### src/spc_pkg.sv
// Package: constants and types for the speakerphone control word 0 block
package spc_pkg;

    // --------------------------------------------------------------
    // Control word layout
    // --------------------------------------------------------------
    localparam int WORD_W = 16;
    localparam int ADDR_W = 4;
    localparam logic [3:0] ADDR_WORD0 = 4'h0;
    localparam int POS_PREAMP = 15;
    localparam int POS_HDOFF = 14;
    localparam int POS_DECAY_HI = 13;
    localparam int POS_DECAY_LO = 12;
    localparam int POS_VOL_HI = 11;
    localparam int POS_VOL_LO = 8;
    localparam int POS_TSOFF = 7;
    localparam int POS_COEF_HI = 6;
    localparam int POS_COEF_LO = 5;
    localparam int POS_STYLE = 4;
    localparam int TAIL_PULSES = 4;

    // --------------------------------------------------------------
    // Reset values and codes
    // --------------------------------------------------------------
    localparam logic [15:0] WORD0_RESET = 16'hA400;
    localparam logic [3:0] VOL_UNITY = 4'hA;
    localparam logic [3:0] VOL_MUTE = 4'hF;
    localparam logic [3:0] VOL_DB_STEP = 4'h3;
    localparam logic [7:0] VOL_MAX_DB = 8'h1E;

    // --------------------------------------------------------------
    // Timing
    // --------------------------------------------------------------
    localparam int CLK_PERIOD_PS = 8000;
    localparam int POLL_PERIOD_NS = 125000;
    localparam int POLL_CYCLES = (POLL_PERIOD_NS * 1000) / CLK_PERIOD_PS;

    typedef enum logic [1:0] {
        COEF_NORMAL = 2'b00,
        COEF_CLEAR = 2'b01,
        COEF_FREEZE = 2'b10,
        COEF_RSVD = 2'b11
    } spc_coef_type;

    typedef enum logic [1:0] {
        DECAY_NONE = 2'b00,
        DECAY_075 = 2'b01,
        DECAY_038 = 2'b10,
        DECAY_019 = 2'b11
    } spc_decay_type;

    typedef struct packed {
        logic preamp_on;
        logic half_duplex_off;
        spc_decay_type echo_decay_grade;
        logic [3:0] rx_volume_level;
        logic tx_suppress_off;
        spc_coef_type acoustic_coef_ctrl;
        logic tx_suppress_style;
    } spc_word0_type;

    typedef struct packed {
        logic rx_speech;
        logic near_speech;
        logic training;
        logic howl_risk;
    } spc_detect_type;

endpackage : spc_pkg

### src/spc_word0.sv
// Module: serial control word 0 receiver and speech path control decode
`timescale 1ns/1ps
module spc_word0
    import spc_pkg::*;
#(
    parameter int POLL_CNT = POLL_CYCLES
) (
    input wire logic ref_clk_in, // System clock
    input wire logic rst_in, // Synchronous reset
    input wire logic ser_data_in, // Serial data pin
    input wire logic ser_strobe_in, // Serial strobe pin
    input wire logic data_frame_gate_n_in, // Frame gate, low while shifting
    input wire spc_detect_type detect_in, // Speech detector flags
    output logic preamp_on_out, // Mic preamp enable
    output logic half_duplex_out, // Half-duplex operation
    output logic [1:0] aec_decay_out, // Decay grade to acoustic canceller
    output logic [1:0] nec_decay_out, // Network canceller decay, always none
    output logic [7:0] rx_gain_db_out, // Receive gain, signed dB
    output logic rx_mute_out, // Receive path muted
    output logic rx_agc_on_out, // Receive AGC enabled
    output logic [3:0] rx_agc_ref_out, // AGC reference code
    output logic tx_suppress_out, // Transmit suppression attenuating
    output logic coef_adapt_out, // Acoustic coefficients adapt
    output logic coef_zero_out, // Acoustic coefficients held at zero
    output spc_word0_type word0_out // Current control word 0
);

    if (POLL_CNT < 2) begin : g_poll_check
        $error("POLL_CNT too small");
    end

    // --------------------------------------------------------------
    // Pin synchronisers
    // --------------------------------------------------------------
    logic [2:0] sync1_q, sync1_d, sync2_q, sync2_d;
    logic strobe_prev_q, strobe_prev_d;
    logic strobe_rise;

    always_comb begin
        sync1_d = {ser_data_in, ser_strobe_in, data_frame_gate_n_in};
        sync2_d = sync1_q;
        strobe_prev_d = sync2_q[1];
        strobe_rise = sync2_q[1] & ~strobe_prev_q;
    end

    always_ff @(posedge ref_clk_in) begin
        if (rst_in) begin
            // Idle pin levels, so no false strobe edge follows reset
            sync1_q <= 3'h1;
            sync2_q <= 3'h1;
            strobe_prev_q <= 1'b0;
        end else begin
            sync1_q <= sync1_d;
            sync2_q <= sync2_d;
            strobe_prev_q <= strobe_prev_d;
        end
    end

    // --------------------------------------------------------------
    // Shift register and tail pulse counter
    // --------------------------------------------------------------
    logic [WORD_W-1:0] shift_q, shift_d;
    logic [2:0] tail_q, tail_d;
    logic pend_q, pend_d;
    logic [WORD_W-1:0] pend_word_q, pend_word_d;
    logic gate_n;
    logic take_word;

    assign gate_n = sync2_q[0];

    always_comb begin
        shift_d = shift_q;
        tail_d = tail_q;
        take_word = 1'b0;
        if (strobe_rise) begin
            if (!gate_n) begin
                shift_d = {shift_q[WORD_W-2:0], sync2_q[2]};
                tail_d = 3'h0;
            end else if (tail_q < 3'(TAIL_PULSES)) begin
                tail_d = tail_q + 3'h1;
                take_word = (tail_q == 3'(TAIL_PULSES - 1));
            end
        end
    end

    // --------------------------------------------------------------
    // Poll timer: pending word reaches the register on a poll tick
    // --------------------------------------------------------------
    logic [$clog2(POLL_CNT)-1:0] poll_q, poll_d;
    logic poll_tick;
    spc_word0_type word_q, word_d;
    logic addr_ok;

    always_comb begin
        poll_tick = (poll_q == '0);
        poll_d = poll_tick ? ($clog2(POLL_CNT))'(POLL_CNT - 1)
                           : poll_q - 1'b1;
        pend_d = pend_q;
        pend_word_d = pend_word_q;
        if (take_word) begin
            pend_d = 1'b1;
            pend_word_d = shift_q;
        end else if (poll_tick) begin
            pend_d = 1'b0;
        end
        addr_ok = (pend_word_q[ADDR_W-1:0] == ADDR_WORD0);
        word_d = word_q;
        if (poll_tick && pend_q && addr_ok) begin
            word_d = spc_word0_type'(pend_word_q[WORD_W-1:ADDR_W]);
        end
    end

    always_ff @(posedge ref_clk_in) begin
        if (rst_in) begin
            shift_q <= '0;
            tail_q <= 3'(TAIL_PULSES);
            pend_q <= 1'b0;
            pend_word_q <= '0;
            poll_q <= '0;
            word_q <= spc_word0_type'(WORD0_RESET[WORD_W-1:ADDR_W]);
        end else begin
            shift_q <= shift_d;
            tail_q <= tail_d;
            pend_q <= pend_d;
            pend_word_q <= pend_word_d;
            poll_q <= poll_d;
            word_q <= word_d;
        end
    end

    // --------------------------------------------------------------
    // Speech path decode
    // --------------------------------------------------------------
    logic preamp_d, hd_d, agc_d, mute_d, tsup_d, adapt_d, zero_d;
    logic [1:0] decay_d;
    logic [7:0] gain_d;
    logic coef_clear;
    logic engage;
    logic preamp_q, hd_q, agc_q, mute_q, tsup_q, adapt_q, zero_q;
    logic [1:0] decay_q;
    logic [7:0] gain_q;

    always_comb begin
        preamp_d = word_q.preamp_on;
        coef_clear = (word_q.acoustic_coef_ctrl == COEF_CLEAR);
        hd_d = !word_q.half_duplex_off && (detect_in.training
               || detect_in.howl_risk || coef_clear);
        decay_d = word_q.echo_decay_grade;
        gain_d = VOL_MAX_DB
                 - 8'(word_q.rx_volume_level) * 8'(VOL_DB_STEP);
        mute_d = (word_q.rx_volume_level == VOL_MUTE);
        agc_d = (word_q.rx_volume_level < VOL_UNITY);
        if (word_q.tx_suppress_style) begin
            engage = detect_in.rx_speech && !detect_in.near_speech;
        end else begin
            engage = !detect_in.near_speech;
        end
        tsup_d = !word_q.tx_suppress_off && engage;
        unique case (word_q.acoustic_coef_ctrl)
            COEF_NORMAL: begin
                adapt_d = 1'b1;
                zero_d = 1'b0;
            end
            COEF_CLEAR: begin
                adapt_d = 1'b0;
                zero_d = 1'b1;
            end
            COEF_FREEZE: begin
                adapt_d = 1'b0;
                zero_d = 1'b0;
            end
            COEF_RSVD: begin
                adapt_d = 1'b1;
                zero_d = 1'b0;
            end
        endcase
    end

    always_ff @(posedge ref_clk_in) begin
        if (rst_in) begin
            preamp_q <= 1'b1;
            hd_q <= 1'b0;
            decay_q <= DECAY_038;
            gain_q <= 8'h12;
            mute_q <= 1'b0;
            agc_q <= 1'b1;
            tsup_q <= 1'b0;
            adapt_q <= 1'b1;
            zero_q <= 1'b0;
        end else begin
            preamp_q <= preamp_d;
            hd_q <= hd_d;
            decay_q <= decay_d;
            gain_q <= gain_d;
            mute_q <= mute_d;
            agc_q <= agc_d;
            tsup_q <= tsup_d;
            adapt_q <= adapt_d;
            zero_q <= zero_d;
        end
    end

    assign preamp_on_out = preamp_q;
    assign half_duplex_out = hd_q;
    assign aec_decay_out = decay_q;
    assign nec_decay_out = DECAY_NONE;
    assign rx_gain_db_out = gain_q;
    assign rx_mute_out = mute_q;
    assign rx_agc_on_out = agc_q;
    assign rx_agc_ref_out = word_q.rx_volume_level;
    assign tx_suppress_out = tsup_q;
    assign coef_adapt_out = adapt_q;
    assign coef_zero_out = zero_q;
    assign word0_out = word_q;
endmodule : spc_word0
### config.mk
export PLATFORM = sky130hd
export DESIGN_NAME = spc_word0
export DESIGN_NICKNAME = d
export VERILOG_FILES = /design/src/spc_pkg.sv /design/src/spc_word0.sv
export SDC_FILE = /design/constraint.sdc
export NUM_CORES = 1
export LEC_CHECK = 0
export ABC_AREA = 1
export BUFFER_PORTS_ARGS = -buffer_cell sky130_fd_sc_hd__buf_2
export CORE_MARGIN = 2
export CORE_UTILIZATION = 55
export CTS_CLUSTER_SIZE = 12
export DETAILED_ROUTE_END_ITERATION = 16
export GPL_TIMING_DRIVEN = 0
export PLACE_DENSITY = 0.85
export REMOVE_ABC_BUFFERS = 1
export SYNTH_ARGS = -nofsm -noshare
export SYNTH_HDL_FRONTEND = slang
export SYNTH_SLANG_ARGS = --single-unit
export TNS_END_PERCENT = 20
### constraint.sdc
create_clock -name ref_clk_in -period 2 [get_ports ref_clk_in]
set_input_delay 0.1 -clock ref_clk_in [delete_from_list [all_inputs] [get_ports ref_clk_in]]
set_output_delay 0.1 -clock ref_clk_in [all_outputs]
set_load 0.1 [all_outputs]
==> impl_metrics.tcl, run 1 <==
set metrics [dict create \
    design.die.area_mm2 0.00684 \
    finalHoldViolCount 0 \
    crit_slowest_cell "fa_1" \
    io_pins 44 \
    vias 2696 \
    synth_fa_ha_area_frac 0.0573 \
    drcViolationCount 0 \
    cts_setup_buffers 0 \
    antenna_found_initial 0 \
    finalHoldWorstSlack_ns 0.0195 \
    clkLatencyLatePin_ns 0.35 \
    ant_nets 0 \
    wl_per_cell_um 11.9 \
    synth.avg_cell_area_um2 8.11 \
    drt_first_pass_iters 4 \
    period_needed_ns 1.88 \
    fp.dieW_um 82.7 \
    max_freq_ghz 0.533 \
    grt_pass1_wl_mm 10.6 \
    worstSetupPathType "reg -> reg" \
    slowest_delay_ns 0.45 \
    slew_headroom 0.529 \
    r2r-end "rx_gain_db_out[5]" \
    worst-r2r-cell-count 8 \
    worst_setup_path_start_kind "flop" \
    muxShareOfSynthArea 0 \
    worstMarginPinSlew_ns 0.707 \
    dp_hpwl_mm 4.08 \
    status "finished clean" \
    critPathMaxFanout 6 \
    fin_skew_ns 0.0107 \
    final-setup-viol-count 0 \
    clock_sinks 85 \
    end_kind "flop" \
    worstPathRequired_ns 2.24 \
    place_inst 512 \
    drt_iter0_drc 121 \
    finalInstanceArea_mm2 0.00382 \
    wl_mm 6.29 \
    rows 28 \
    maxCapViolations 0 \
    place_area_mm2 0.00356 \
    synth_cell_types 32 \
    numCtsBuffers 9 \
    fin_nets 476 \
    vdd_drop_max_uv 737 \
    final-max-slew-violation-count 0 \
    worstHoldStart "detect_in[0]" \
    instances_no_fill 530 \
    worstReg2RegStart "rx_agc_ref_out[2]" \
    cts_max_path_buffers 2 \
    start_util 0.572 \
    grt_overflow 0 \
    port_buffers 41 \
    synth_top_family_by_area "simple AND/OR/NAND/NOR gates" \
    grt_pass1_vias 2522 \
    cp-startpoint "rx_agc_ref_out[2]" \
    drive_gt1_frac 0.167 \
    hp-class "in -> reg" \
    reg2reg_slack_ns 0.12 \
    antenna_cells 0 \
    rsz0062_at_grt "true" \
    synth_warnings 0 \
    hold_end "half_duplex_out" \
    htree_levels 3 \
    die_h_um 82.7 \
    holdPathStages 3 \
    via_per_inst 5.09 \
    critical_path_arrival_ns 2.12 \
    synthXorXnorAreaFrac 0.0129 \
    synth_compound_area_frac 0.122 \
    cts.clk_slew.worst_paths_ns 0.08 \
    core-area_mm2 0.00596 \
    grt_use_total 0.202 \
    post-route-period-util 0.939 \
    power.density_mw_per_mm2 1050 \
    synth_seq_cells 85 \
    gp_congestion 0.812 \
    synthSimpleGateAreaFrac 0.211 \
    crit_chain "inv_1 -> ha_1 -> inv_1 -> fa_1 -> nor2_1 -> o21ai_0 -> o21ai_0 -> a21oi_1" \
    final_util 0.641 \
    p_leak_nw 1.76 \
    cts-root-buf "clkbuf_8" \
    syn_area_mm2 0.00341 \
    synthCells 420 \
    grt_max_degree 46 \
    cts_tree "done" \
    area_growth_pct 12.1 \
    synth-seq-area-share 0.499 \
]
cell usage after synthesis, drive strengths merged:
library cell	instances	share of area
and2	1	0.0018
clkinv	1	0.0011
ha	14	0.051
inv	48	0.053
fa	1	0.0059
nand3b	1	0.0022
a211oi	1	0.0022
nor2	66	0.083
nand3	19	0.032
dfxtp	85	0.50
clkbuf	7	0.0077
o21a	1	0.0022
a21oi	46	0.068
xnor2	2	0.0051
nor3	3	0.0044
o21ai	34	0.050
nand2	56	0.065
or2	6	0.011
buf	18	0.035
nand4	5	0.0092
nor4	1	0.0018
conb	1	0.0011
xor2	3	0.0077
sequential cells by signal (all words and copies together), names as in the netlist, 2 cells and up:
name            count
poll_q             14
aec_decay_out       2
rx_agc_ref_out      4
word0_out           5
pend_word_q        16
rx_gain_db_out      7
sync2_q             3
decay_d             2
shift_q            16
sync1_q             3
tail_q              3
worst max path at each step:
stage,endpoint,cells after the start
final,rx_gain_db_out[5],8
after global routing,shift_q[6],5
after CTS,rx_gain_db_out[5],8
after detailed placement,poll_q[5],4
after global placement,poll_q[5],4
after floorplan,rx_gain_db_out[5],8
report_power, final:
part,leakage [nW],internal (mW),switching [mW]
Sequential,0.690,1.80,0.0915
Combinational,0.969,0.312,0.585
Clock,0.102,0.667,0.557
per-layer routing:
metal,vias up,share of wire,track usage
li1,1386,-,-
met1,1235,0.44,0.227
met2,64,0.50,0.359
met3,11,0.047,0.0641
met4,0,0.015,0.0705
met5,-,0,0
critical path: cells and delay by family, from the launching register on:
family,cells,cell delay [ns]
adders and majority gates,2,0.76
and+or+nand+nor,1,0.12
buffers and inverters,2,0.16
DFF,1,0.39
AOI/OAI and AO/OA,3,0.33
kinds of logic after synthesis:
kind of cell | after synthesis
xor+xnor | 5
simple gates | 158
fa+ha+maj | 15
buf+inv | 74
other cells | 1
flops | 85
compound gates | 82
layout by cell type (no fill, tap or decap), types with 2 or more instances in the layout:
cell	Yosys	routed
dfxtp_1	85	83
nor2_1	61	60
nand2_1	53	53
inv_1	47	46
a21oi_1	46	46
buf_2	8	41
o21ai_0	34	34
nand3_1	18	17
ha_1	14	14
clkbuf_8	0	12
or2_2	6	6
nand4_1	5	5
dlygate4sd3_1	0	4
nor2_2	2	3
xor2_1	3	3
nor3_1	3	3
nor2_4	2	2
nand2_2	2	2
xnor2_1	2	2
conb_1	1	2
dfxtp_2	0	2
through the flow:
stage	setup slack (ns)	power, mW	setup TNS, ns
floorplan	-1.26	2.66	-7.56
global placement	-0.440	2.77	-12.32
detailed placement	-0.485	2.82	-14.52
CTS	0.0387	4.04	0
global route	-0.00785	4.23	-0.00785
finish	0.122	4.02	0
area by class of cell:
cell class              instances  area, um2
flip-flops and latches         85       1700
well taps                      75       93.8
fillers                       509       2140
multi-input cells             262       1390
clock inverters                 1       30.0
clock buffers                  13        169
inverters                      49        189
repair buffers                 45        245
repair_timing:
action,4_1_cts,5_1_grt
endpoints found under the hold margin,4,0
setup endpoints to repair,30,2
resized for setup,4,2
gates cloned,0,0
hold buffers,4,0
Power figures use the tool's default switching activity.
==> run 2, diff against run 1 <==
--- a/config.mk
+++ b/config.mk
@@ -8,11 +8,11 @@
 export ABC_AREA = 1
 export BUFFER_PORTS_ARGS = -buffer_cell sky130_fd_sc_hd__buf_2
 export CORE_MARGIN = 2
-export CORE_UTILIZATION = 55
+export CORE_UTILIZATION = 57
 export CTS_CLUSTER_SIZE = 12
 export DETAILED_ROUTE_END_ITERATION = 16
 export GPL_TIMING_DRIVEN = 0
-export PLACE_DENSITY = 0.85
+export PLACE_DENSITY = 0.88
 export REMOVE_ABC_BUFFERS = 1
 export SYNTH_ARGS = -nofsm -noshare
 export SYNTH_HDL_FRONTEND = slang
==> impl_metrics.tcl, run 2 (synthesized netlist as in run 1, its figures left out) <==
set metrics [dict create \
    cts_tree "done" \
    clock_sinks 85 \
    port_buffers 41 \
    htree_levels 3 \
    final-setup-viol-count 0 \
    power.density_mw_per_mm2 1030 \
    gp_congestion 0.835 \
    die_h_um 81.3 \
    layout_commonest_cell "dfxtp_1" \
    wl_per_cell_um 11.1 \
    rows 28 \
    sequentialPowerShare 0.484 \
    swShare 0.307 \
    finalInstanceArea_mm2 0.00380 \
    maxCapViolations 0 \
    critical_path_arrival_ns 2.18 \
    via_per_inst 5.03 \
    place_area_mm2 0.00356 \
    pre_cts_ws_ns -0.418 \
    grt_pass1_vias 2319 \
    grt_use_total 0.191 \
    clkPwrFrac 0.289 \
    dp_hpwl_mm 3.92 \
    worstSetupPathType "reg -> reg" \
    area_growth_pct 11.6 \
    slowest_delay_ns 0.47 \
    rsz0062_at_grt "true" \
    vdd_drop_max_uv 721 \
    worstMarginPinSlew_ns 0.672 \
    post-route-period-util 0.977 \
    grt_overflow 0 \
    start_util 0.582 \
    critPathMaxFanout 6 \
    fin_nets 476 \
    clkLatencyLatePin_ns 0.34 \
    drcViolationCount 0 \
    drt_iter0_drc 105 \
    crit_top_cell "inv_1" \
    antenna_found_initial 0 \
    hp-class "in -> reg" \
    drive_gt1_frac 0.167 \
    crit_chain "inv_1 -> ha_1 -> inv_1 -> fa_1 -> nor2_1 -> o21ai_0 -> o21ai_1 -> a21oi_1" \
    grt_max_degree 46 \
    power_switching_mw 1.20 \
    fin_skew_ns 0.00660 \
    comb_power_share 0.228 \
    crit_slowest_cell "fa_1" \
    slew_headroom 0.552 \
    p_leak_nw 1.75 \
    end_kind "flop" \
    p_int_mw 2.71 \
    layout_common_cells "dfxtp_1, nor2_1, nand2_1" \
    core-area_mm2 0.00585 \
    numCtsBuffers 9 \
    cts-root-buf "clkbuf_8" \
    finalHoldWorstSlack_ns 0.0241 \
    worst_setup_path_start_kind "flop" \
    wl_mm 5.89 \
    ant_nets 0 \
    worstPathRequired_ns 2.23 \
    period_needed_ns 1.95 \
    antenna_cells 0 \
    status "finished clean" \
    reg.largest.list "pend_word_q: 16 flops, shift_q: 16 flops, poll_q: 14 flops" \
    cts_setup_buffers 0 \
    design.die.area_mm2 0.00661 \
    io_pins 44 \
    finalHoldViolCount 0 \
    cts_max_path_buffers 2 \
    grt_pass1_wl_mm 9.74 \
    fp.dieW_um 81.3 \
    cts.clk_slew.worst_paths_ns 0.07 \
    setup_slack_ns 0.0469 \
    vias 2665 \
    final-max-slew-violation-count 0 \
    max_freq_ghz 0.512 \
    drt_first_pass_iters 4 \
]
[run 2: cell count changes in the layout (fill, tap and decap cells not counted), sizes merged]
cell	delta
clkinv	+1
clkbuf	-1
[run 2: worst paths after layout]
kind | slack [ns] | end | cells past startpoint | from
worst min register to register | 0.41 | sync2_q[2] | 2 | sync1_q[2]
worst min-delay path | 0.02 | half_duplex_out | 3 | detect_in[1]
worst max-delay path | 0.05 | rx_gain_db_out[5] | 8 | rx_agc_ref_out[2]
worst max register to register | 0.05 | rx_gain_db_out[5] | 8 | rx_agc_ref_out[2]
[run 2: through the flow]
stage / power [mW] / TNS, ns / util / cells
floorplan: 2.66 / -7.56 / - / 396
global placement: 2.77 / -11.66 / 0.609 / 512
detailed placement: 2.81 / -13.04 / 0.609 / 512
CTS: 3.95 / 0 / 0.649 / 530
global route: 4.15 / -0.106 / 0.650 / 530
finish: 3.92 / 0 / 0.650 / 530
[run 2: routing by layer]
metal,vias to the layer above,part of all wire,global-route usage
li1,1390,-,-
met1,1220,0.47,0.229
met2,49,0.48,0.312
met3,6,0.047,0.0756
met4,0,0.0080,0.0661
met5,-,0,0
[run 2: power groups by stage]
stage	combinational, mW	clock, mW	sequential [mW]
finish	0.893	1.13	1.90
global route	1.00	1.24	1.91
floorplan	0.727	0	1.93
global placement	0.842	0	1.93
detailed placement	0.877	0	1.93
CTS	0.894	1.16	1.89
[run 2: critical path, delay by kind of cell (launching register included)]
| kind | cells | cell delay (ns) |
|---|---|---|
| buf+inv | 2 | 0.16 |
| compound gates | 3 | 0.38 |
| flops | 1 | 0.39 |
| simple gates | 1 | 0.12 |
| fa+ha+maj | 2 | 0.79 |
[run 2: cell type report]
| type | instances | area [um2] |
|---|---|---|
| clock buffer | 12 | 145 |
| clock inverter | 2 | 35.0 |
| fill | 482 | 2050 |
| inverter | 49 | 189 |
| multi-input combinational | 262 | 1390 |
| sequential | 85 | 1700 |
| tap | 75 | 93.8 |
| timing repair buffer | 45 | 245 |
[run 2: what timing repair did]
item | 4_1_cts | 5_1_grt
setup endpoints to repair | 29 | 17
pin swaps | 0 | 0
hold buffers | 4 | 0
resized for setup | 5 | 3
hold endpoints to repair | 4 | 0
==> run 3, diff against run 2 <==
--- a/config.mk
+++ b/config.mk
@@ -14,6 +14,7 @@
 export GPL_TIMING_DRIVEN = 0
 export PLACE_DENSITY = 0.88
 export REMOVE_ABC_BUFFERS = 1
+export SKIP_LAST_GASP = 1
 export SYNTH_ARGS = -nofsm -noshare
 export SYNTH_HDL_FRONTEND = slang
 export SYNTH_SLANG_ARGS = --single-unit
==> constraint.sdc (replaced) <==
create_clock -name ref_clk_in -period 2 [get_ports ref_clk_in]
set_input_delay 0.4 -clock ref_clk_in [delete_from_list [all_inputs] [get_ports ref_clk_in]]
set_output_delay 0.4 -clock ref_clk_in [all_outputs]
set_load 0.1 [all_outputs]
==> impl_metrics.tcl, run 3 (synthesized netlist as in run 1, its figures left out) <==
set metrics [dict create \
    status "complete, but fails checks" \
    violations "setup timing" \
    p_int_mw 2.71 \
    worstSetupPathType "reg -> reg" \
    swShare 0.308 \
    grt_max_degree 46 \
    start_util 0.582 \
    grt_pass1_wl_mm 9.69 \
    drcViolationCount 0 \
    power.density_mw_per_mm2 1040 \
    setup_slack_ns -0.0655 \
    critical_path_arrival_ns 2.30 \
    cts.clk_slew.worst_paths_ns 0.07 \
    antenna_cells 0 \
    critPathMaxFanout 6 \
    maxCapViolations 0 \
    numCtsBuffers 9 \
    pre_cts_ws_ns -0.718 \
    worstMarginPinSlew_ns 0.685 \
    drive_gt1_frac 0.162 \
    grt_use_total 0.191 \
    io_pins 44 \
    htree_levels 3 \
    instances_no_fill 526 \
    power_switching_mw 1.20 \
    grt_pass1_vias 2311 \
    rsz0062_at_grt "true" \
    p_leak_nw 1.73 \
    final-max-slew-violation-count 0 \
    cp-startpoint "rx_agc_ref_out[2]" \
    worstPathRequired_ns 2.23 \
    finalInstanceArea_mm2 0.00376 \
    fp.dieW_um 81.3 \
    rows 28 \
    area_growth_pct 10.3 \
    clkPwrFrac 0.289 \
    ant_nets 0 \
    cts-root-buf "clkbuf_8" \
    slew_headroom 0.543 \
    max_freq_ghz 0.484 \
    cts_tree "done" \
    post-route-period-util 1.03 \
    fin_nets 472 \
    vdd_drop_max_uv 722 \
    wl_mm 5.88 \
    layout_commonest_cell "dfxtp_1" \
    hp-class "in -> reg" \
    cts_max_path_buffers 2 \
    drt_first_pass_iters 4 \
    fin_total_pwr_mw 3.91 \
    gp_congestion 0.835 \
    period_needed_ns 2.07 \
    vias 2659 \
    finalSetupTns_ns -0.0655 \
    fin_skew_ns 0.00716 \
    worstHoldStart "detect_in[2]" \
    sequentialPowerShare 0.484 \
    grt_overflow 0 \
    reg.largest.list "pend_word_q: 16 flops, shift_q: 16 flops, poll_q: 14 flops" \
    end_kind "flop" \
    final-setup-viol-count 1 \
    port_buffers 41 \
    core-area_mm2 0.00585 \
    clkLatencyLatePin_ns 0.35 \
    via_per_inst 5.06 \
    layout_common_cells "dfxtp_1, nor2_1, nand2_1" \
    cts_setup_buffers 0 \
    antenna_found_initial 0 \
    place_inst 512 \
    worst_setup_path_start_kind "flop" \
    finalHoldViolCount 0 \
    worstReg2RegStart "rx_agc_ref_out[2]" \
    comb_power_share 0.226 \
    drt_iter0_drc 82 \
    place_area_mm2 0.00356 \
    dp_hpwl_mm 3.92 \
    wl_per_cell_um 11.2 \
    design.die.area_mm2 0.00661 \
    clock_sinks 85 \
    die_h_um 81.3 \
]
## run 3: cell types whose count changed in the layout (fill, tap and decap cells not counted)
cell           delta
nand2_1           +1
dfxtp_2           -2
dfxtp_1           +2
o21ai_0           +1
o21ai_1           -1
nand2_2           -1
dlygate4sd3_1     -4
## run 3: final cells by class
type	count	area (um2)
fillers	486	2090
multi-input cells	262	1390
repair buffers	41	205
inverters	49	189
flip-flops and latches	85	1700
well taps	75	93.8
clock buffers	12	145
clock inverters	2	35.0
## run 3: power groups by stage
stage / logic (mW) / registers (mW) / clock network, mW
6_report: 0.886 / 1.90 / 1.13
5_1_grt: 0.993 / 1.91 / 1.24
4_1_cts: 0.888 / 1.89 / 1.16
3_5_place_dp: 0.877 / 1.93 / 0
3_3_place_gp: 0.842 / 1.93 / 0
2_1_floorplan: 0.727 / 1.93 / 0
## run 3: final timing paths
check	end	slack (ns)	cells past startpoint
hold reg to reg	sync2_q[1]	0.41	2
setup / recovery	rx_gain_db_out[5]	-0.07	8
hold / removal	tx_suppress_out	0.21	2
setup reg to reg	rx_gain_db_out[5]	-0.07	8
## run 3: critical path, cell delays in order (launching register included)
cell,delay [ns]
dfxtp_1,0.44
inv_1,0.12
ha_1,0.33
inv_1,0.07
fa_1,0.46
nor2_1,0.12
o21ai_0,0.11
o21ai_0,0.24
a21oi_1,0.06
## run 3: per-layer routing
| metal | share of wire | track usage | routed length [um] |
|---|---|---|---|
| met1 | 0.45 | 0.227 | 2650 |
| met2 | 0.48 | 0.311 | 2820 |
| met5 | 0 | 0 | 0 |
| met4 | 0.016 | 0.0661 | 96 |
| met3 | 0.053 | 0.0756 | 309 |
## run 3: metrics by stage
step           utilization  hold WS, ns
3_5_place_dp         0.609        0.393
6_report             0.642        0.213
2_1_floorplan            -        0.388
3_3_place_gp         0.609        0.392
5_1_grt              0.642        0.183
4_1_cts              0.641        0.194
## run 3: what timing repair did
| item | CTS | global route |
|---|---|---|
| gates cloned | 0 | 0 |
| gates resized for setup | 3 | 1 |
| hold buffers | 0 | 0 |
| pin swaps | 0 | 0 |
| setup endpoints to repair | 51 | 17 |
